===== src/pkg/gpio_port_params.svh =====
// Constants for the general purpose pin block: widths, reset values and strobe timing.
`ifndef GPIO_PORT_PARAMS_SVH
`define GPIO_PORT_PARAMS_SVH
`define BIT_PIN_COUNT        5
`define BYTE_BUS_WIDTH       8
`define BIT_DIR_RESET        5'h00
`define BIT_OUT_RESET        5'h1f
`define BUS_OUT_RESET        8'h00
`define STROBE_MIN_NS        50
`define CLK_PERIOD_NS        5
`define STROBE_LOW_CYCLES    ((`STROBE_MIN_NS + `CLK_PERIOD_NS - 1) / `CLK_PERIOD_NS)
`define BIT_FRAME_MARK       0
`define BIT_BATTERY_STATUS   1
`define BIT_PERIPHERAL_POWER 2
`define BIT_READ_STROBE      3
`define BIT_WRITE_STROBE     4
`endif


===== src/pkg/gpio_port_pkg.sv =====
// Types shared by the general purpose pin block.
package gpio_port_pkg;
  typedef enum logic [1:0] {
    ST_IDLE  = 2'b00,
    ST_READ  = 2'b01,
    ST_WRITE = 2'b10
  } strobe_state_t;

  typedef struct packed {
    logic [4:0] dir;
    logic [4:0] level;
  } bit_ctrl_t;

  typedef struct packed {
    logic       read_req;
    logic       write_req;
    logic [7:0] write_data;
  } bus_req_t;

  typedef struct packed {
    logic       busy;
    logic       read_done;
    logic [7:0] read_data;
  } bus_resp_t;
endpackage


===== src/rtl/gpio_port.sv =====
// General purpose pin block: five bit pins and a strobed eight-bit byte bus.
// What this block does
// - Five bit pins plus eight-line byte bus.
// - All thirteen pins are inputs after reset.
// - Bit pins individually; bus as one byte.
// - Each bit pin has own direction.
// - Bus transfers use low strobe, minimum width.
// - Pin four strobes byte capture in.
// - Pin five strobes byte driven out.
// - Pin one read as frame start mark.
// - Pin two read as low battery flag.
// - Pin three high powers card and display.
// - Pin three input lets external circuit drive.
`timescale 1ns/100ps
`include "gpio_port_params.svh"
module gpio_port
  import gpio_port_pkg::*;
#(
  parameter int STROBE_CYCLES = `STROBE_LOW_CYCLES
) (
  input  wire logic       clk_in,
  input  wire logic       reset_in,
  input  wire bit_ctrl_t  bit_ctrl_in,
  input  wire bus_req_t   bus_req_in,
  input  wire logic [4:0] bit_pin_in,
  input  wire logic [7:0] byte_bus_lines_in,
  output logic [4:0]      bit_pin_out,
  output logic [4:0]      bit_pin_oe_out,
  output logic [7:0]      byte_bus_lines_out,
  output logic [7:0]      byte_bus_lines_oe_out,
  output logic [4:0]      bit_level_out,
  output logic            frame_mark_out,
  output logic            battery_low_out,
  output logic            peripheral_power_out,
  output bus_resp_t       bus_resp_out
);
  localparam int CW = $clog2(STROBE_CYCLES + 1);

  typedef struct packed {
    strobe_state_t fsm;
    logic [CW-1:0] count;
    logic [4:0]    pin_out;
    logic [4:0]    pin_oe;
    logic [7:0]    bus_out;
    logic [7:0]    bus_oe;
    logic [4:0]    bit_level;
    logic          frame_mark;
    logic          battery_low;
    logic          power;
    bus_resp_t     resp;
  } port_state_t;

  port_state_t state;
  port_state_t next_state;
  logic [12:0] sync_level;
  logic [4:0]  bit_sync;
  logic [7:0]  bus_sync;

  ////////////////////////////////////////////////////////////////////////////
  // Both transfer kinds share one low time, so the end test lives in one place.
  function automatic logic strobe_done(input logic [CW-1:0] ticks);
    return ticks == CW'(STROBE_CYCLES - 1);
  endfunction

  // Places the strobe of the running transfer and parks the level of the other
  // strobe pin high. Software may have left that pin as a low output, and the
  // external latches would then see a read and a write strobe at once.
  function automatic port_state_t drive_strobe(input port_state_t s,
                                               input logic        read_side,
                                               input logic        low);
    port_state_t r;
    r = s;
    if (read_side) begin
      r.pin_oe[`BIT_READ_STROBE]   = 1'b1;
      r.pin_out[`BIT_READ_STROBE]  = ~low;
      r.pin_out[`BIT_WRITE_STROBE] = 1'b1;
    end else begin
      r.pin_oe[`BIT_WRITE_STROBE]  = 1'b1;
      r.pin_out[`BIT_WRITE_STROBE] = ~low;
      r.pin_out[`BIT_READ_STROBE]  = 1'b1;
    end
    return r;
  endfunction

  // Reset image of the whole block. Every enable is low, so no pin fights the
  // external circuit while the processor is still starting up.
  function automatic port_state_t reset_state();
    port_state_t r;
    r             = '0;
    r.fsm         = ST_IDLE;
    r.count       = '0;
    r.pin_oe      = `BIT_DIR_RESET;
    r.pin_out     = `BIT_OUT_RESET;
    r.bus_oe      = '0;
    r.bus_out     = `BUS_OUT_RESET;
    r.bit_level   = '0;
    r.frame_mark  = 1'b0;
    r.battery_low = 1'b0;
    r.power       = 1'b0;
    r.resp        = '0;
    return r;
  endfunction

  gpio_pin_sync #(
    .WIDTH(13)
  ) u_sync (
    .clk_in   (clk_in),
    .reset_in (reset_in),
    .pin_in   ({byte_bus_lines_in, bit_pin_in}),
    .level_out(sync_level)
  );

  assign bit_sync = sync_level[4:0];
  assign bus_sync = sync_level[12:5];

  ////////////////////////////////////////////////////////////////////////////
  always_comb begin
    next_state = state;
    next_state.resp.read_done = 1'b0;
    // Each pin follows its own direction and level bit from software, except the two strobe pins while a transfer runs.
    next_state.pin_oe  = bit_ctrl_in.dir;
    next_state.pin_out = bit_ctrl_in.level;
    next_state.bit_level = bit_sync;
    next_state.frame_mark  = bit_sync[`BIT_FRAME_MARK];
    next_state.battery_low = bit_sync[`BIT_BATTERY_STATUS];
    // Power follows the driven level when an output, else the external circuit.
    next_state.power = bit_ctrl_in.dir[`BIT_PERIPHERAL_POWER] ?
                       bit_ctrl_in.level[`BIT_PERIPHERAL_POWER] :
                       bit_sync[`BIT_PERIPHERAL_POWER];
    unique case (state.fsm)
      ST_IDLE: begin
        next_state.bus_oe    = '0;
        next_state.resp.busy = 1'b0;
        // Read wins a simultaneous request so the strobes never overlap.
        if (bus_req_in.read_req) begin
          next_state           = drive_strobe(next_state, 1'b1, 1'b1);
          next_state.fsm       = ST_READ;
          next_state.count     = '0;
          next_state.resp.busy = 1'b1;
        end else if (bus_req_in.write_req) begin
          next_state           = drive_strobe(next_state, 1'b0, 1'b1);
          next_state.fsm       = ST_WRITE;
          next_state.count     = '0;
          next_state.resp.busy = 1'b1;
          next_state.bus_out   = bus_req_in.write_data;
          next_state.bus_oe    = 8'hff;
        end
      end
      ST_READ: begin
        next_state.bus_oe = '0;
        next_state.count  = state.count + 1'b1;
        if (strobe_done(state.count)) begin
          // Strobe ends after the minimum low time; the bus byte is caught here.
          next_state                = drive_strobe(next_state, 1'b1, 1'b0);
          next_state.fsm            = ST_IDLE;
          next_state.resp.read_data = bus_sync;
          next_state.resp.read_done = 1'b1;
        end else begin
          next_state = drive_strobe(next_state, 1'b1, 1'b1);
        end
      end
      ST_WRITE: begin
        next_state.bus_oe = 8'hff;
        next_state.count  = state.count + 1'b1;
        if (strobe_done(state.count)) begin
          // Data stays driven one cycle past the rising edge for hold at the latch.
          next_state     = drive_strobe(next_state, 1'b0, 1'b0);
          next_state.fsm = ST_IDLE;
        end else begin
          next_state = drive_strobe(next_state, 1'b0, 1'b1);
        end
      end
      default: begin
        next_state.fsm = ST_IDLE;
      end
    endcase
  end

  ////////////////////////////////////////////////////////////////////////////
  always_ff @(posedge clk_in) begin
    if (reset_in) begin
      state <= reset_state();
    end else begin
      state <= next_state;
    end
  end

  assign bit_pin_out           = state.pin_out;
  assign bit_pin_oe_out        = state.pin_oe;
  assign byte_bus_lines_out    = state.bus_out;
  assign byte_bus_lines_oe_out = state.bus_oe;
  assign bit_level_out         = state.bit_level;
  assign frame_mark_out        = state.frame_mark;
  assign battery_low_out       = state.battery_low;
  assign peripheral_power_out  = state.power;
  assign bus_resp_out          = state.resp;
endmodule


===== src/rtl/gpio_pin_sync.sv =====
// Three-stage pin synchroniser with agreement filter for a group of inputs.
`timescale 1ns/100ps
module gpio_pin_sync #(
  parameter int WIDTH = 13
) (
  input  wire logic             clk_in,
  input  wire logic             reset_in,
  input  wire logic [WIDTH-1:0] pin_in,
  output logic      [WIDTH-1:0] level_out
);
  typedef struct packed {
    logic [WIDTH-1:0] s1;
    logic [WIDTH-1:0] s2;
    logic [WIDTH-1:0] s3;
    logic [WIDTH-1:0] level;
  } sync_state_t;

  sync_state_t state;
  sync_state_t next_state;

  always_comb begin
    next_state    = state;
    next_state.s1 = pin_in;
    next_state.s2 = state.s1;
    next_state.s3 = state.s2;
    for (int i = 0; i < WIDTH; i++) begin
      // The first stage is never examined; only the later two vote.
      if (state.s2[i] == state.s3[i]) begin
        next_state.level[i] = state.s3[i];
      end
    end
  end

  always_ff @(posedge clk_in) begin
    if (reset_in) begin
      state <= '0;
    end else begin
      state <= next_state;
    end
  end

  assign level_out = state.level;
endmodule


===== config.mk =====
export PLATFORM = sky130hd
export DESIGN_NAME = gpio_port
export DESIGN_NICKNAME = d
export VERILOG_FILES = /design/src/pkg/gpio_port_pkg.sv /design/src/rtl/gpio_port.sv /design/src/rtl/gpio_pin_sync.sv
export VERILOG_INCLUDE_DIRS = /design/src /design/src/pkg
export SDC_FILE = /design/constraint.sdc
export NUM_CORES = 1
export LEC_CHECK = 0
export BUFFER_PORTS_ARGS = -buffer_cell sky130_fd_sc_hd__buf_2
export CORE_UTILIZATION = 47
export CTS_CLUSTER_DIAMETER = 120
export DETAILED_ROUTE_END_ITERATION = 12
export PLACE_DENSITY = 0.7
export SKIP_CTS_REPAIR_TIMING = 1
export SYNTH_ARGS = -nofsm -noshare
export SYNTH_HDL_FRONTEND = slang
export SYNTH_SLANG_ARGS = --single-unit

===== constraint.sdc =====
create_clock -name clk_in -period 1.3 [get_ports clk_in]
set_input_delay 0.26 -clock clk_in [delete_from_list [all_inputs] [get_ports clk_in]]
set_output_delay 0.26 -clock clk_in [all_outputs]
set_load 0.03 [all_outputs]

After elaboration in Yosys (flattened, before gate mapping)
Cells that the tools add are included.

Bitwise gates (word level): 4. Add/sub/neg operators: 1. Reduce and logical (&&, ||, !) cells: 7. Equality and inequality tests: 19. $lt $le $gt $ge: 0. Div/mod/pow operators: 0. Multipliers: 0. Shift-type cells: 0. Mux-type cells: 7.

Operators by type and width (count): 50-bit 2-to-1 mux (4); 48-bit case mux with 3 select lines (1); 1-bit == test (13); 2-bit case mux with 3 select lines (1); 3-bit AND reduction (2); 5-bit AND reduction (1); 4-bit by 1-bit adder with 4-bit output, second input constant (1); 4-bit == test, second input constant (1); 2-bit != test, second input constant (2); 1-bit inverter (4); 4-bit AND reduction (1); 3-bit != test, second input constant (1); 3-bit nonzero test (1); 2-bit by 1-bit == test with 1-bit output, second input constant (1); 2-bit == test, second input constant (1); 2-bit logical NOT (1); 2-bit AND reduction (1); 1-bit 2-to-1 mux (1).

Memories: 0. Flip-flop bits (word level): 102. Bits in read-only memories: 0. Bits in latches: 0. Output and inout port bits: 44. Bits in writable memories: 0. Input port bits: 35.

Depth between registers and ports, before layout
Word-level depth: 4. Depth in mapped cells: 5. Mapped depth without buffers: 5.

Cells and area by module
From an unflattened synthesis, not the netlist that was laid out.

Cell total of the unflattened synthesis: 334. Area, all modules: 3423.3 um^2.

By module, submodules not included: gpio_port (times used 1, area an instance 1805.5 um^2, cells an instance 186); gpio_pin_sync (times used 1, area an instance 1617.8 um^2, cells an instance 148).

Least setup slack after synthesis
OpenSTA, ideal clock, no wires.

Path kind: reg2reg. Start point: register state[49] (netlist name). End point: register state (netlist bit byte_bus_lines_out[0]). Setup slack: -0.027 ns. Data required time: 1.166 ns. Clock period less this slack: 1.327 ns. Cell stages (with the launch flop): 6. Path buffers: 2. Arrival: 1.193 ns. Cells stage by stage: dfxtp_1 > buf_6 > or4b_1 > buf_6 > nand2_1 > a21oi_1.

Cells in the longest elaborated chain, start to end: 3. Elaborated cells between the ends (all ways): 7. Those cells by class: eq/ne: 2; mux: 1; bitwise: 2; reduce/logical: 2.

Ends and longest elaborated chain: from (decl) (RTL line gpio_port.sv:53) `port_state_t state;`; from (signal assigned) (RTL line gpio_port.sv:182) `state <= reset_state();`; from (signal assigned) (RTL line gpio_port.sv:184) `state <= next_state;`; 2-bit by 1-bit == test with 1-bit output / 2-bit == test (equally long branches) (RTL line gpio_port.sv:130) `unique case (state.fsm)`; 1-bit inverter (no line); 5-bit AND reduction (no line).

Several ways; a longest one is shown, not always the timed one. A chain may end at the register's enable or synchronous reset.

Final worst setup path
Start point: register state[45] (netlist name). End point: register state (netlist bit bus_resp_out[5]).

Cells in the longest elaborated chain, start to end: 2.

Ends and longest elaborated chain: 4-bit == test (RTL line gpio_port.sv:62) `return ticks == CW'(STROBE_CYCLES - 1);`; 4-bit AND reduction (no line).

No other way between the ends.

==> flow_summary.ini <==
[cts]
tritoncts = yes
clkTransAtPathRegs_ns = 0.09
cts_sinks = 93
cts-root-buf = clkbuf_8
htree_levels = 3
clk_latency_ns = 0.34
cts_buffers = 9
cts_buffer_depth = 2

[sta]
setup_violations = 0
relSlewSlack_pct = 82.85
fin_ws_ns = 0.01961
fin_skew_ns = 0.007012
hold_viol = 0
fmax_mhz = 781.0
setup_tns_ns = 0
fin_crit_sh_pct = 98.49
tightest_slew_ns = 0.2553
period_minus_slack_ns = 1.280
final_max_slew_viol_count = 0
grt_setup_unrepaired = true

[die]
die_w_um = 85.66
start_util_pct = 48.42
fp-row-count = 30
die-area_um2 = 7338
io_pins = 79
core_um2 = 6794
fp.dieH_um = 85.66

[grt]
overflow = 0
grt_pass1_wl_um = 7955
grt_pass1_vias = 1824
track_usage_pct = 13.76
grt_max_degree = 47
antenna_found_initial = 0

[critical_path]
cpLargestDelayFamily = flip-flops
crit_chain = inv_2 > ha_4 > and4b_2 > a21oi_4 > buf_6 > a22o_1
path_max_fanout = 5
endpoint_kind = register
crit_arrival_ns = 1.52
cp-start-kind = register
crit_type = register to register
required_ns = 1.54
r2r_cells = 6
cpPeakStageDelay_ns = 0.33
cpMaxStageDelayCell = dfxtp_2
critPathBufInv = 2
r2r-end = bus_resp_out[5]
worstReg2RegStart = state[45]
r2r_slack_ns = 0.02

[routing]
drtPass1Iterations = 6
drt-met1-wl_um = 2378
wl_met3_um = 190
drc = 0
topRoutingLayerUsed = met4
dr_total_vias = 2173
antenna_left = 0
wl_um = 5035
avgViaCountPerCell = 4.537
met2RoutedLength_um = 2411
wl_per_cell_um = 10.51
dr.first_iter.drc_count = 115

[placed_design]
place_hpwl_um = 3438
port-buffer-count = 78
gp_congestion = 0.7744
dp_slack_ns = -0.06230

[synthesis]
ys_warn_count = 0
ys_seq_area_share_pct = 56.60
ys_seq_elements = 93
syn-num-nets = 358
synthCells = 321
avgSynthCellArea_um2 = 10.25
yosys.cell_types.count = 37
syn_area_um2 = 3289

[finish]
layout_commonest_cell = dfxtp_1
drive_above_1_share_pct = 36.03
diodes = 0
area_growth_pct = 17.92
layout_common_cells = dfxtp_1, buf_2, nor2b_1
fin_util_pct = 57.09
final_nets = 415

[power_and_ir_drop]
powerDensity_nw_per_um2 = 1407
power.leakage_nw = 1.657
vdd_ir_drop_max_uv = 754.2

[worst_hold_path]
hold_class = input pin to register
hold_path_end = bit_pin_out[0]
holdPathStages = 2
hp-start = bit_ctrl_in[0]

[job]
max_cap_viol_count = 0

[outcome]
status = finished clean
## where the power goes
part / internal [W] / leakage [nW] / switching (W) / total (W)
Combinational: 0.000230 / 0.790 / 0.000306 / 0.000536
Sequential: 0.00295 / 0.763 / 0.0000457 / 0.00299
Clock: 0.000955 / 0.103 / 0.000973 / 0.00193
Total: 0.00413 / 1.66 / 0.00132 / 0.00546
## Yosys cell counts
master    count  area, um2
a211oi_1      1      7.510
a21oi_1      26      130.1
a21oi_2       2      17.52
a221o_1       1      10.01
a22o_1        9      78.83
a311oi_1      2      17.52
a41oi_1       1      8.760
and2_1        1      6.260
and4b_1       1      10.01
buf_1         3      11.26
buf_2         1      5.000
buf_4        41      307.8
buf_6         4      45.04
clkbuf_1      5      18.77
dfxtp_1      93       1862
ha_1          2      25.02
inv_1         4      15.01
inv_2         1      3.750
mux2i_1       1      10.01
nand2_1      34      127.6
nand2b_1      2      12.51
nand3_1       2      10.01
nand3b_1      1      7.510
nor2_1        5      18.77
nor2b_1      48      300.3
nor3_1        2      10.01
nor4_1        1      6.260
nor4_2        1      12.51
nor4_4        1      21.27
nor4b_4       1      23.77
o21ai_0      16      80.08
o21ba_2       1      10.01
o21bai_1      1      7.510
o22ai_1       1      6.260
or2_2         3      18.77
or4b_1        1      10.01
xor2_2        1      16.27
## cells by family (layout without fill, tap and decap cells)
| kind of cell | count (synthesis) | count (layout) | synth area share (%) |
|---|---|---|---|
| AO/OA/AOI/OAI | 61 | 61 | 11.37 |
| XOR/XNOR | 1 | 1 | 0.4946 |
| adder cells (fa/ha/maj) | 2 | 2 | 0.7606 |
| buffers and inverters | 59 | 121 | 12.36 |
| flip-flops | 93 | 93 | 56.60 |
| multiplexers | 1 | 1 | 0.3043 |
| AND/OR/NAND/NOR | 104 | 104 | 18.11 |
## metrics by stage
step	power, W	cell area, um2	hold WS (ns)	instances
floorplan	0.003443	3289	0.3594	321
global placement	0.003551	3567	0.4166	460
detailed placement	0.003563	3567	0.4256	460
CTS	0.005494	3774	0.08417	476
global route	0.005705	3879	0.09744	479
finish	0.005458	3879	0.1015	479
## layout make-up
class | instances | area, um2
Fill cell | 589 | 2915
Sequential cell | 93 | 1871
Multi-Input combinational cell | 169 | 1072
Timing Repair Buffer | 100 | 590.6
Clock buffer | 10 | 137.6
Tap cell | 96 | 120.1
Clock inverter | 6 | 68.82
Inverter | 5 | 18.77
## layer usage
metal | track usage (%) | up-vias
li1 | - | 1129
met1 | 16.98 | 983
met2 | 22.40 | 55
met3 | 3.369 | 6
met4 | 7.121 | 0
met5 | 0 | -
## sequential cells by signal (all words and copies together), names as in the netlist
register	flops
u_sync.next_state	26
u_sync.level_out	13
u_sync.state	13
bus_resp_out	10
byte_bus_lines_out	8
state	6
bit_level_out	5
bit_pin_oe_out	5
bit_pin_out	5
byte_bus_lines_oe_out	1
peripheral_power_out	1
## worst max-delay path by stage
stage / slack, ns / to / cells past startpoint / from
floorplan: -0.005 / byte_bus_lines_out[0] / 5 / state[48]
global placement: -0.04 / byte_bus_lines_out[2] / 4 / bus_req_in[9]
detailed placement: -0.06 / byte_bus_lines_out[7] / 4 / bus_req_in[9]
CTS: -0.03 / state[46] / 4 / state[48]
global route: -0.02 / bus_resp_out[2] / 6 / state[45]
finish: 0.02 / bus_resp_out[5] / 6 / state[45]
## worst reg2reg max path: stages (launching register included)
cell,delay [ns]
dfxtp_2,0.33
inv_2,0.06
ha_4,0.13
and4b_2,0.27
a21oi_4,0.07
buf_6,0.13
a22o_1,0.19
No activity file was read; power rests on OpenSTA's default activity.
